[src/nemc_map.svh]
// Offsets, field positions, reset values and timing counts of the memory control layer
`ifndef NEMC_MAP_SVH
`define NEMC_MAP_SVH
`define NEMC_OFF_CTRL        12'h000
`define NEMC_OFF_SPACE_CFG   12'h004
`define NEMC_OFF_STATUS      12'h008
`define NEMC_OFF_ACCESS      12'h00C
`define NEMC_CTRL_DIV_LSB    0
`define NEMC_CTRL_DIV_MSB    1
`define NEMC_CTRL_BUSREQ_BIT 2
`define NEMC_CTRL_PDT_BIT    3
`define NEMC_CTRL_RST        32'h0000_0000
`define NEMC_CFG_RST         32'h0000_0000
`define NEMC_CFG_TYPE_W      2
`define NEMC_CFG_RSEL_BIT    2
`define NEMC_CFG_STRIDE      4
`define NEMC_ACC_WR_BIT      0
`define NEMC_ACC_GO_BIT      1
`define NEMC_ACC_SPACE_LSB   26
`define NEMC_ACC_SPACE_MSB   31
`define NEMC_ACCESS_CYCLES   4'h4
`define NEMC_DIV4_HALF       3'h2
`define NEMC_DIV6_HALF       3'h3
`endif

[src/nemc_pkg.sv]
// Types shared by the memory control layer
package nemc_pkg;
  typedef enum logic [1:0] {
    NEMC_MEM_ASYNC = 2'h0,
    NEMC_MEM_SDRAM = 2'h1,
    NEMC_MEM_SYNC  = 2'h2,
    NEMC_MEM_NONE  = 2'h3
  } nemc_mem_type;
  typedef enum logic [1:0] {
    NEMC_CLK_EXT  = 2'h0,
    NEMC_CLK_DIV4 = 2'h1,
    NEMC_CLK_DIV6 = 2'h2,
    NEMC_CLK_RSVD = 2'h3
  } nemc_clk_sel_type;
  typedef struct packed {
    logic read_strobe_b;
    logic output_strobe_b;
    logic write_strobe_b;
    logic fifo_oe_b;
    logic [3:0] chip_sel_b;
  } nemc_strobe_type;
endpackage

[src/nemc_clkdiv.sv]
// Divider making a square clock, toggled every half system-clock cycles, from a system-clock count
`timescale 1ns/1ps
module nemc_clkdiv (
  input  wire logic       clk_sys,
  input  wire logic       rst_n,
  input  wire logic [2:0] half,
  output logic            clk_out
);
  logic [2:0] cnt_r;
  logic       clk_r;
  wire        wrap = (cnt_r == half - 3'h1);
  always_ff @(posedge clk_sys or negedge rst_n) begin
    if (!rst_n) begin
      cnt_r <= 3'h0;
      clk_r <= 1'b0;
    end else begin
      cnt_r <= wrap ? 3'h0 : cnt_r + 3'h1;
      clk_r <= wrap ? ~clk_r : clk_r;
    end
  end
  assign clk_out = clk_r;
endmodule

[src/nemc_ctrl.sv]
// Control, clocking and arbitration layer of the narrow external memory interface
//
// Operation
// Input clock picked once at reset
// Default strap selects external input clock
// Strap 00 ext, 01 div4, 10 div6
// Divided clock out ratio 1, 2, 4
// Full rate clock out undivided
// Read strobe select picks address/read strobe
// Shared read pin follows memory type
// Shared output pin follows memory type
// Shared write pin follows memory type
// Dedicated output strobe for space three
// Async ready sampled during async access
// Hold request answered by hold acknowledge
// Bus request output shows bus need
// Peripheral direct transfer output driven
// Chip selects from bits 26-31, one only
// Finish access, release pins, then acknowledge
`timescale 1ns/1ps
`include "nemc_map.svh"
module nemc_ctrl (
  input  wire logic        clk_sys,
  input  wire logic        rst_b,
  input  wire logic        psel,
  input  wire logic        penable,
  input  wire logic        pwrite,
  input  wire logic [11:0] paddr,
  input  wire logic [31:0] pwdata,
  output logic      [31:0] prdata,
  output logic             pready,
  output logic             pslverr,
  input  wire logic [1:0]  input_clock_strap_select,
  input  wire logic        ext_if_clock_in,
  input  wire logic        async_ready_in,
  input  wire logic        hold_req_in,
  output logic             hold_ack_out,
  output logic             bus_request_out,
  output logic             periph_direct_xfer,
  output logic             full_rate_clock_out,
  output logic             divided_clock_out,
  output logic             shared_read_strobe,
  output logic             shared_output_strobe,
  output logic             shared_write_strobe,
  output logic             fifo_space_output_strobe,
  output logic [3:0]       chip_select_b,
  output logic             ctrl_oe_b
);
  // ------------------------------------------------------------
  // Reset release
  // ------------------------------------------------------------
  logic rst_s1_r;
  logic rst_n;
  always_ff @(posedge clk_sys or negedge rst_b) begin
    if (!rst_b) begin
      rst_s1_r <= 1'b0;
      rst_n    <= 1'b0;
    end else begin
      rst_s1_r <= 1'b1;
      rst_n    <= rst_s1_r;
    end
  end

  // ------------------------------------------------------------
  // Clock source straps
  // ------------------------------------------------------------
  // Captured on the first clock after release; later strap motion is ignored
  logic                      strap_done_r;
  nemc_pkg::nemc_clk_sel_type clk_sel_r;
  always_ff @(posedge clk_sys or negedge rst_n) begin
    if (!rst_n) begin
      strap_done_r <= 1'b0;
      clk_sel_r    <= nemc_pkg::NEMC_CLK_EXT;
    end else if (!strap_done_r) begin
      strap_done_r <= 1'b1;
      clk_sel_r    <= nemc_pkg::nemc_clk_sel_type'(input_clock_strap_select);
    end
  end

  // ------------------------------------------------------------
  // Interface clock generation
  // ------------------------------------------------------------
  logic clk_div4;
  logic clk_div6;
  nemc_clkdiv u_div4 (
    .clk_sys (clk_sys),
    .rst_n   (rst_n),
    .half    (`NEMC_DIV4_HALF),
    .clk_out (clk_div4)
  );
  nemc_clkdiv u_div6 (
    .clk_sys (clk_sys),
    .rst_n   (rst_n),
    .half    (`NEMC_DIV6_HALF),
    .clk_out (clk_div6)
  );
  // Reserved code falls back to the external clock
  wire if_clk = (clk_sel_r == nemc_pkg::NEMC_CLK_DIV4) ? clk_div4 :
                (clk_sel_r == nemc_pkg::NEMC_CLK_DIV6) ? clk_div6 :
                ext_if_clock_in;

  // Edge counting on the selected clock keeps everything in one domain
  logic if_clk_q_r;
  logic [1:0] edge_cnt_r;
  logic       full_clk_r;
  logic       div_clk_r;
  logic [1:0] div_ratio;
  wire        if_rise = if_clk & ~if_clk_q_r;
  wire        if_fall = ~if_clk & if_clk_q_r;
  wire [1:0]  edge_cnt_nxt = edge_cnt_r + 2'h1;
  wire        div_toggle = (div_ratio == 2'h0) ? (if_rise | if_fall) :
                           (div_ratio == 2'h1) ? if_rise :
                           (if_rise & edge_cnt_r[0]);
  always_ff @(posedge clk_sys or negedge rst_n) begin
    if (!rst_n) begin
      if_clk_q_r <= 1'b0;
      edge_cnt_r <= 2'h0;
      full_clk_r <= 1'b0;
      div_clk_r  <= 1'b0;
    end else begin
      if_clk_q_r <= if_clk;
      full_clk_r <= if_clk;
      edge_cnt_r <= if_rise ? edge_cnt_nxt : edge_cnt_r;
      div_clk_r  <= div_toggle ? ~div_clk_r : div_clk_r;
    end
  end

  // ------------------------------------------------------------
  // APB registers
  // ------------------------------------------------------------
  logic [31:0] ctrl_r;
  logic [31:0] cfg_r;
  logic [5:0]  acc_space_r;
  logic        acc_wr_r;
  logic        acc_go;
  wire         apb_wr = psel & penable & pwrite;
  wire         apb_rd = psel & penable & ~pwrite;
  wire         hit_ctrl = (paddr == `NEMC_OFF_CTRL);
  wire         hit_cfg  = (paddr == `NEMC_OFF_SPACE_CFG);
  wire         hit_stat = (paddr == `NEMC_OFF_STATUS);
  wire         hit_acc  = (paddr == `NEMC_OFF_ACCESS);
  wire         hit_any  = hit_ctrl | hit_cfg | hit_stat | hit_acc;
  assign div_ratio = ctrl_r[`NEMC_CTRL_DIV_MSB:`NEMC_CTRL_DIV_LSB];

  typedef enum logic [3:0] {
    ST_IDLE = 4'b0001,
    ST_BUSY = 4'b0010,
    ST_HOLD = 4'b0100,
    ST_REL  = 4'b1000
  } nemc_state_type;
  nemc_state_type state_r;
  nemc_state_type state_nxt;

  wire [31:0] status_word = {26'h0, async_ready_in, clk_sel_r, state_r == ST_HOLD,
                             state_r == ST_BUSY, hold_req_in};
  wire [31:0] rd_mux = hit_ctrl ? ctrl_r :
                       hit_cfg  ? cfg_r :
                       hit_stat ? status_word :
                       hit_acc  ? {acc_space_r, 25'h0, acc_wr_r} : 32'h0;
  // Access start is refused while busy or held; software polls status
  assign acc_go = apb_wr & hit_acc & pwdata[`NEMC_ACC_GO_BIT] & (state_r == ST_IDLE);

  always_ff @(posedge clk_sys or negedge rst_n) begin
    if (!rst_n) begin
      ctrl_r      <= `NEMC_CTRL_RST;
      cfg_r       <= `NEMC_CFG_RST;
      acc_space_r <= 6'h00;
      acc_wr_r    <= 1'b0;
      prdata      <= 32'h0;
      pready      <= 1'b0;
      pslverr     <= 1'b0;
    end else begin
      pready  <= psel & ~penable;
      pslverr <= psel & ~penable & ~hit_any;
      prdata  <= (psel & ~penable & ~pwrite) ? rd_mux : prdata;
      if (apb_wr & pready & hit_ctrl) begin
        ctrl_r <= pwdata & 32'h0000_000F;
      end
      if (apb_wr & pready & hit_cfg) begin
        cfg_r <= pwdata & 32'h0000_7777;
      end
      if (acc_go & pready) begin
        acc_space_r <= pwdata[`NEMC_ACC_SPACE_MSB:`NEMC_ACC_SPACE_LSB];
        acc_wr_r    <= pwdata[`NEMC_ACC_WR_BIT];
      end
    end
  end
  wire unused_rd = apb_rd;

  // ------------------------------------------------------------
  // Access and hold sequencing
  // ------------------------------------------------------------
  logic [3:0] acc_cnt_r;
  logic       hold_ack_r;
  wire        start   = acc_go & pready;
  wire [1:0]  space   = acc_space_r[1:0];
  wire [3:0]  cfg_sp  = cfg_r[{space, 2'h0} +: 4];
  wire [1:0]  mtype   = cfg_sp[`NEMC_CFG_TYPE_W-1:0];
  wire        rsel    = cfg_sp[`NEMC_CFG_RSEL_BIT];
  wire        is_async = (mtype == nemc_pkg::NEMC_MEM_ASYNC);
  wire        acc_done = (acc_cnt_r == 4'h0) & (~is_async | async_ready_in);
  always_comb begin
    state_nxt = state_r;
    unique case (state_r)
      ST_IDLE: begin
        if (hold_req_in) state_nxt = ST_REL;
        else if (start) state_nxt = ST_BUSY;
      end
      ST_BUSY: if (acc_done) state_nxt = hold_req_in ? ST_REL : ST_IDLE;
      ST_REL:  state_nxt = ST_HOLD;
      ST_HOLD: if (!hold_req_in) state_nxt = ST_IDLE;
    endcase
  end
  always_ff @(posedge clk_sys or negedge rst_n) begin
    if (!rst_n) begin
      state_r    <= ST_IDLE;
      acc_cnt_r  <= 4'h0;
      hold_ack_r <= 1'b0;
    end else begin
      state_r    <= state_nxt;
      acc_cnt_r  <= start ? `NEMC_ACCESS_CYCLES : (acc_cnt_r != 4'h0) ? acc_cnt_r - 4'h1 :
                    acc_cnt_r;
      hold_ack_r <= (state_nxt == ST_HOLD);
    end
  end

  // ------------------------------------------------------------
  // Strobe multiplexing
  // ------------------------------------------------------------
  wire busy = (state_r == ST_BUSY);
  wire rd   = busy & ~acc_wr_r;
  wire wr   = busy & acc_wr_r;
  nemc_pkg::nemc_strobe_type strb_nxt;
  nemc_pkg::nemc_strobe_type strb_r;
  wire sel_in_range = (acc_space_r[5:2] == 4'h0);
  // Address strobe marks the access start; read enable covers the read
  wire sync_read = rsel ? rd : (busy & (acc_cnt_r == `NEMC_ACCESS_CYCLES));
  wire sdram_cas = busy;
  wire sdram_ras = busy & (acc_cnt_r == `NEMC_ACCESS_CYCLES);
  always_comb begin
    strb_nxt = '{read_strobe_b: 1'b1, output_strobe_b: 1'b1, write_strobe_b: 1'b1,
                 fifo_oe_b: 1'b1, chip_sel_b: 4'hF};
    if (busy & sel_in_range) begin
      strb_nxt.chip_sel_b = ~(4'h1 << space);
      unique case (nemc_pkg::nemc_mem_type'(mtype))
        nemc_pkg::NEMC_MEM_ASYNC: begin
          strb_nxt.read_strobe_b   = ~rd;
          strb_nxt.output_strobe_b = ~rd;
          strb_nxt.write_strobe_b  = ~wr;
        end
        nemc_pkg::NEMC_MEM_SDRAM: begin
          strb_nxt.read_strobe_b   = ~sdram_cas;
          strb_nxt.output_strobe_b = ~sdram_ras;
          strb_nxt.write_strobe_b  = ~wr;
        end
        nemc_pkg::NEMC_MEM_SYNC: begin
          strb_nxt.read_strobe_b   = ~sync_read;
          strb_nxt.output_strobe_b = ~rd;
          strb_nxt.write_strobe_b  = ~wr;
          strb_nxt.fifo_oe_b       = ~(rd & (space == 2'h3));
        end
        nemc_pkg::NEMC_MEM_NONE: begin
          strb_nxt.chip_sel_b = 4'hF;
        end
      endcase
    end
  end
  logic oe_b_r;
  logic bus_req_r;
  logic pdt_r;
  always_ff @(posedge clk_sys or negedge rst_n) begin
    if (!rst_n) begin
      strb_r    <= '{read_strobe_b: 1'b1, output_strobe_b: 1'b1, write_strobe_b: 1'b1,
                     fifo_oe_b: 1'b1, chip_sel_b: 4'hF};
      oe_b_r    <= 1'b1;
      bus_req_r <= 1'b0;
      pdt_r     <= 1'b1;
    end else begin
      strb_r    <= strb_nxt;
      oe_b_r    <= (state_nxt == ST_REL) | (state_nxt == ST_HOLD);
      bus_req_r <= ctrl_r[`NEMC_CTRL_BUSREQ_BIT] | busy | start;
      pdt_r     <= ~(busy & ctrl_r[`NEMC_CTRL_PDT_BIT]);
    end
  end
  assign hold_ack_out             = hold_ack_r;
  assign bus_request_out          = bus_req_r;
  assign periph_direct_xfer       = pdt_r;
  assign full_rate_clock_out      = full_clk_r;
  assign divided_clock_out        = div_clk_r;
  assign shared_read_strobe       = strb_r.read_strobe_b;
  assign shared_output_strobe     = strb_r.output_strobe_b;
  assign shared_write_strobe      = strb_r.write_strobe_b;
  assign fifo_space_output_strobe = strb_r.fifo_oe_b;
  assign chip_select_b            = strb_r.chip_sel_b;
  assign ctrl_oe_b                = oe_b_r;
endmodule

[config.mk]
export PLATFORM = sky130hd
export DESIGN_NAME = nemc_ctrl
export DESIGN_NICKNAME = d
export VERILOG_FILES = /design/src/nemc_pkg.sv /design/src/nemc_clkdiv.sv /design/src/nemc_ctrl.sv
export VERILOG_INCLUDE_DIRS = /design/src
export SDC_FILE = /design/constraint.sdc
export NUM_CORES = 1
export LEC_CHECK = 0
export BUFFER_PORTS_ARGS = -buffer_cell sky130_fd_sc_hd__buf_4
export CORE_UTILIZATION = 45
export DETAILED_ROUTE_END_ITERATION = 12
export PLACE_DENSITY_LB_ADDON = 0.15
export RECOVER_POWER = 25
export REMOVE_ABC_BUFFERS = 1
export SLEW_MARGIN = 20
export SYNTH_ARGS = -nofsm -noshare
export SYNTH_HDL_FRONTEND = slang
export SYNTH_SLANG_ARGS = --single-unit
[constraint.sdc]
create_clock -name clk_sys -period 2.9 [get_ports clk_sys]
set_clock_uncertainty 0.15 [all_clocks]
set_input_delay 0.58 -clock clk_sys [delete_from_list [all_inputs] [get_ports clk_sys]]
set_output_delay 0.58 -clock clk_sys [all_outputs]
set_load 0.005 [all_outputs]
Word level (Yosys, flattened, before mapping)
Index checks and enable logic that the tools add are counted.
{"block": "op_classes", "muxes": 23, "n_eq_ne": 19, "add_sub_neg": 4, "shifts": 2, "n_reduce_logical": 7, "bitwise_logic": 48}
{"op": "32-bit 2-to-1 mux", "n": 4}
{"op": "4-bit 2-to-1 mux", "n": 8}
{"op": "32-bit by 5-bit variable part select with 3-bit output", "n": 1}
{"op": "12-bit by 4-bit == test with 1-bit output (second input constant)", "n": 2}
{"op": "1-bit bitwise AND", "n": 22}
{"op": "1-bit NOT", "n": 17}
{"op": "4-bit one-hot mux with 4 select lines", "n": 1}
{"op": "12-bit by 3-bit == test with 1-bit output (second input constant)", "n": 1}
{"op": "4-bit by 3-bit == test with 1-bit output (second input constant)", "n": 3}
{"op": "12-bit zero test", "n": 1}
{"op": "3-bit one-hot mux with 3 select lines", "n": 1}
{"op": "2-bit == test (second input constant)", "n": 4}
{"op": "4-bit == test (second input constant)", "n": 2}
{"op": "4-bit zero test", "n": 2}
{"op": "8-bit 2-to-1 mux", "n": 1}
{"op": "1-bit bitwise OR", "n": 8}
{"op": "3-bit by 1-bit adder with 3-bit output (second input constant)", "n": 2}
{"op": "2-bit by 1-bit == test with 1-bit output (second input constant)", "n": 3}
{"op": "1-bit 2-to-1 mux", "n": 6}
{"op": "3-bit 2-to-1 mux", "n": 2}
{"op": "4-bit by 1-bit == test with 1-bit output (second input constant)", "n": 1}
{"op": "4-bit by 2-bit == test with 1-bit output (second input constant)", "n": 1}
{"op": "2-bit zero test", "n": 2}
{"op": "4-bit NOT", "n": 1}
{"op": "7 further kinds", "n": 7}
{"block": "word_totals", "word_cells": 132, "reg_bits": 94}

Depth between registers and ports, before layout
{"block": "logic_depth", "depth_word": 11, "ltp_mapped": 8, "mapped_depth_nobuf": 8}

By module
A second synthesis with hierarchy kept.
{"block": "unflattened", "hier_cells": 306, "hier_area_um2": 3920.0}
{"module": "nemc_ctrl", "instances": 1, "seq_area_each_um2": 1815.5, "area_per_inst_um2": 3412.0, "cells_per_inst": 266}
{"module": "nemc_clkdiv", "instances": 2, "seq_area_each_um2": 100.1, "area_per_inst_um2": 254.0, "cells_per_inst": 20}

Worst setup path before layout
Ideal clock, no wire load.
{"block": "synth_path", "kind": "input to register", "startpoint": "input port paddr[6]", "endpoint": "register cfg_r[0]", "t_required_ns": 2.625, "arrival_ns": 2.060, "slack_ns": 0.565, "path_stages": 5, "path_buffers": 1, "setup_time_ns": 0.125, "cell_sequence": "nor4_4 nand3_2 or4_4 buf_6 mux2_4"}
{"block": "synth_between", "elab_chain_len": 2}
{"item": "from (decl)", "line": "nemc_ctrl.sv:28", "rtl": "input wire logic [11:0] paddr,"}
{"item": "12-bit by 3-bit == test with 1-bit output (no source line)"}
{"item": "1-bit bitwise AND", "line": "nemc_ctrl.sv:179", "rtl": "if (apb_wr & pready & hit_cfg) begin"}
{"item": "to (signal assigned)", "line": "nemc_ctrl.sv:166", "rtl": "cfg_r <= `NEMC_CFG_RST;"}
{"item": "to (signal assigned)", "line": "nemc_ctrl.sv:180", "rtl": "cfg_r <= pwdata & 32'h0000_7777;"}
{"item": "to (decl)", "line": "nemc_ctrl.sv:132", "rtl": "logic [31:0] cfg_r;"}
No other way between the ends.
A chain may end at the register's enable or synchronous reset.

==> results.sh <==
export IMPL_floorplan_core_area_sq_mm=0.007727
export IMPL_clock_tree_from_tritoncts="yes"
export IMPL_max_cap_viol_count=1
export IMPL_cts_buffer_depth=2
export IMPL_route_top_layer_used="met4"
export IMPL_critical_path_slowest_cell="sky130_fd_sc_hd__mux4_2"
export IMPL_critPathMaxStageDelay_ns=0.64
export IMPL_async_sr_flop_fraction_pct=100.0
export IMPL_grt_pass1_vias=2412
export IMPL_endpoint_kind="flop"
export IMPL_wire_per_inst_um=15.33
export IMPL_fin_worst_hold_slack_ns=0.2077
export IMPL_cts_max_level=3
export IMPL_max_vdd_ir_drop_v=0.0002365
export IMPL_die_w_um=91.52
export IMPL_ys_seq_area_share_pct=55.90
export IMPL_yosys_register_bits=80
export IMPL_vias_per_cell=5.247
export IMPL_rsz0062_at_grt="no"
export IMPL_seq_area_sq_mm=0.002017
export IMPL_drt_wl_total_um=7372
export IMPL_insertedDiodeCount=0
export IMPL_met1Wirelength_um=3452
export IMPL_boundaryPins=102
export IMPL_run_status="finished with violations"
export IMPL_synth_main_ff_cell="sky130_fd_sc_hd__dfrtp_1"
export IMPL_worst_ep_required_time_ns=3.02
export IMPL_synth_yosys_warnings=0
export IMPL_postSynthCellCount=287
export IMPL_gp_routability_congestion=0.7708
export IMPL_drt_pass1_iterations=4
export IMPL_drc_errors=0
export IMPL_postCtsSetupBuffers=0
export IMPL_power_internal_w=0.001856
export IMPL_crit_path_start_kind="flop"
export IMPL_fp_row_count=32
export IMPL_cts_inserted_buffers=9
export IMPL_portBuffers=75
export IMPL_grt_start_max_net_pins=46
export IMPL_drive_above_1_share_pct=35.88
export IMPL_final_max_slew_violation_count=34
export IMPL_worst_skew_pair_late_latency_ns=0.34
export IMPL_final_net_count=431
export IMPL_worstSetupPathType="reg2reg"
export IMPL_power_switching_w=0.0007114
export IMPL_power_density_mw_per_mm2=573.9
export IMPL_pwr_share_seq_pct=50.3
export IMPL_die_y_um=91.52
export IMPL_hold_path_class="reg2reg"
export IMPL_post_route_min_period_ns=2.257
export IMPL_detailedPlacementHpwl_um=5305
export IMPL_synthesis_area_per_instance_sq_um=12.56
export IMPL_timing_worst_slew_pin_value_ns=1.736
export IMPL_netSwitchingFraction_pct=27.71
export IMPL_crit_arrival_ns=2.38
export IMPL_fillCellCount=667
export IMPL_fin_tns_setup_ns=0
export IMPL_die_area_sq_mm=0.008375
export IMPL_initial_core_util_pct=46.66
export IMPL_route_met3_wl_um=326
export IMPL_detail_route_antenna_nets=0
export IMPL_static_leakage_power_nw=2.155
export IMPL_final_hold_violation_count=0
export IMPL_first_pass_grt_wire_length_um=12230
export IMPL_count_of_flip_flops_with_a_built_in_enable_after_synthesis=0
export IMPL_fmax_ghz=0.4431
export IMPL_power_share_combinational_pct=17.0
export IMPL_yosysUniqueCellTypes=53
export IMPL_critical_path_cell_by_cell="mux4_2, a211oi_2, or3b_1"
export IMPL_synthesis_area_sq_mm=0.003606
export IMPL_clock_sinks=80
export IMPL_share_clk_of_total_power_pct=32.7
export IMPL_route_met2_wl_um=3485
export IMPL_report_final_setup_viol=0
export IMPL_syn_to_final_growth_pct=24.05
export IMPL_timing_max_slew_rel_slack_pct=-15.73
export IMPL_grt_overflow=0
export IMPL_clk_transition_reported_paths_ns=0.08
export IMPL_multi_input_comb_area_sq_mm=0.001449
export IMPL_failed_checks="max-capacitance violations, max-slew violations"
export IMPL_final_min_period_over_clock_period_pct=77.83
export IMPL_grt_use_total_pct=18.96
export IMPL_detailedRoute_firstIterationViolations=106
export IMPL_cts_root_buffer="sky130_fd_sc_hd__clkbuf_8"
export IMPL_timing_critical_path_fanout_max=10
export IMPL_antenna_found_initial=0
export IMPL_route_vias_total=2524
power by group through the flow:
| stage | sequential, W | combinational, W | clock [W] |
|---|---|---|---|
| 5_1_grt | 0.00130 | 0.000501 | 0.000906 |
| 3_5_place_dp | 0.00131 | 0.000440 | 0 |
| 4_1_cts | 0.00129 | 0.000443 | 0.000861 |
| 6_report | 0.00129 | 0.000437 | 0.000840 |
| 2_1_floorplan | 0.00131 | 0.000270 | 0 |
| 3_3_place_gp | 0.00131 | 0.000428 | 0 |
cell usage after synthesis, types with 5 or more instances:
cell                       number  area (sq um)
sky130_fd_sc_hd__dfrtp_1       69          1727
sky130_fd_sc_hd__inv_1         14         52.55
sky130_fd_sc_hd__a22o_1        13         113.9
sky130_fd_sc_hd__buf_4         13         97.59
sky130_fd_sc_hd__mux2_1        13         146.4
sky130_fd_sc_hd__nand2_1       12         45.04
sky130_fd_sc_hd__nor2_1        12         45.04
sky130_fd_sc_hd__dfstp_2       11         289.0
sky130_fd_sc_hd__a21oi_1       10         50.05
sky130_fd_sc_hd__mux2_4        10         150.1
sky130_fd_sc_hd__nand3_1        8         40.04
sky130_fd_sc_hd__nor2b_1        7         43.79
sky130_fd_sc_hd__o21ai_0        7         35.03
sky130_fd_sc_hd__clkbuf_1       5         18.77
final timing paths:
| check | depth (start not counted) | slack (ns) | end | from |
|---|---|---|---|---|
| setup / recovery | 3 | 0.64 | chip_select_b[0]$_DFF_PN1_ | acc_space_r[0]$_DFFE_PN0P_ |
| hold / removal | 0 | 0.21 | rst_n$_DFF_PN0_ | rst_s1_r$_DFF_PN0_ |
| setup reg to reg | 3 | 0.64 | chip_select_b[0]$_DFF_PN1_ | acc_space_r[0]$_DFFE_PN0P_ |
| hold reg to reg | 0 | 0.21 | rst_n$_DFF_PN0_ | rst_s1_r$_DFF_PN0_ |
| max in group asynchronous | 1 | 0.92 | ctrl_r[1]$_DFFE_PN0P_ | rst_n$_DFF_PN0_ |
| min in group asynchronous | 2 | 0.40 | rst_s1_r$_DFF_PN0_ | rst_b |
critical path, delay by kind of cell (launching register included):
kind	cells	cell delay [ns]
multiplexers	1	0.64
AND/OR/NAND/NOR	1	0.38
AO/OA/AOI/OAI	1	0.43
flip-flops	1	0.58
routing by layer:
layer  global-route usage (%)  up-vias
met4                    7.143        0
li1                         -     1186
met3                    3.015       11
met1                    27.37     1265
met5                        0        -
met2                    28.76       62
timing repair:
action                                 CTS  global route
endpoints found under the hold margin    2             0
hold buffers                             1             0
gates resized for setup                  0             0
cells in the final DEF, fill, tap and decap left out, drive strengths merged, types with 2 or more instances in the layout:
| master | count |
|---|---|
| buf | 79 |
| dfrtp | 69 |
| mux2 | 26 |
| inv | 16 |
| conb | 15 |
| clkbuf | 15 |
| a22o | 13 |
| nand2 | 12 |
| nor2 | 12 |
| dfstp | 11 |
| a21oi | 10 |
| nand3 | 9 |
| o21ai | 9 |
| nor4 | 9 |
| nor2b | 7 |
| mux4 | 4 |
| or3 | 4 |
| nand4 | 4 |
| nand3b | 4 |
| xnor2 | 4 |
| nor3 | 3 |
| nor4b | 3 |
| and2 | 3 |
| xor2 | 3 |
| a211o | 3 |
| ha | 3 |
| or4 | 3 |
| a211oi | 3 |
| o31ai | 2 |
| or2 | 2 |
| o41ai | 2 |
| mux2i | 2 |
| clkinvlp | 2 |
| a31o | 2 |
kinds of logic after synthesis:
kind of cell	count (synthesis)	synth area share (%)
xor+xnor	7	1.700
fa+ha+maj	3	1.041
flops	80	55.90
buf+inv	35	5.274
compound gates	47	9.334
other cells	2	0.2083
simple gates	81	14.33
mux	32	12.21
sequential cells by signal, summed over array words and instances, names as in the netlist, 2 cells and up:
| register | cells |
|---|---|
| state_r | 4 |
| u_div4.cnt_r | 3 |
| ctrl_r | 4 |
| cfg_r | 12 |
| u_div6.cnt_r | 3 |
| clk_sel_r | 2 |
| prdata | 19 |
| acc_space_r | 6 |
| chip_select_b | 4 |
| acc_cnt_r | 4 |
stage by stage:
step / setup WS (ns) / std cells / cell area, sq um / total power (W) / utilization, %
2_1_floorplan: 0.3762 / 279 / 3517 / 0.001578 / -
3_3_place_gp: 0.3782 / 464 / 4269 / 0.001736 / 55.25
3_5_place_dp: 0.3655 / 464 / 4269 / 0.001751 / 55.25
4_1_cts: 0.6059 / 481 / 4483 / 0.002593 / 58.01
5_1_grt: 0.4710 / 481 / 4473 / 0.002709 / 57.89
6_report: 0.6430 / 481 / 4473 / 0.002567 / 57.89
layout make-up:
cell class	instances	area share (%)
clock buffer	11	3.161
clock inverter	5	1.399
inverter	14	1.175
multi-input combinational	185	32.39
sequential	80	45.09
tap	102	2.853
timing repair buffer	84	13.93
No activity file was read; power rests on OpenSTA's default activity.
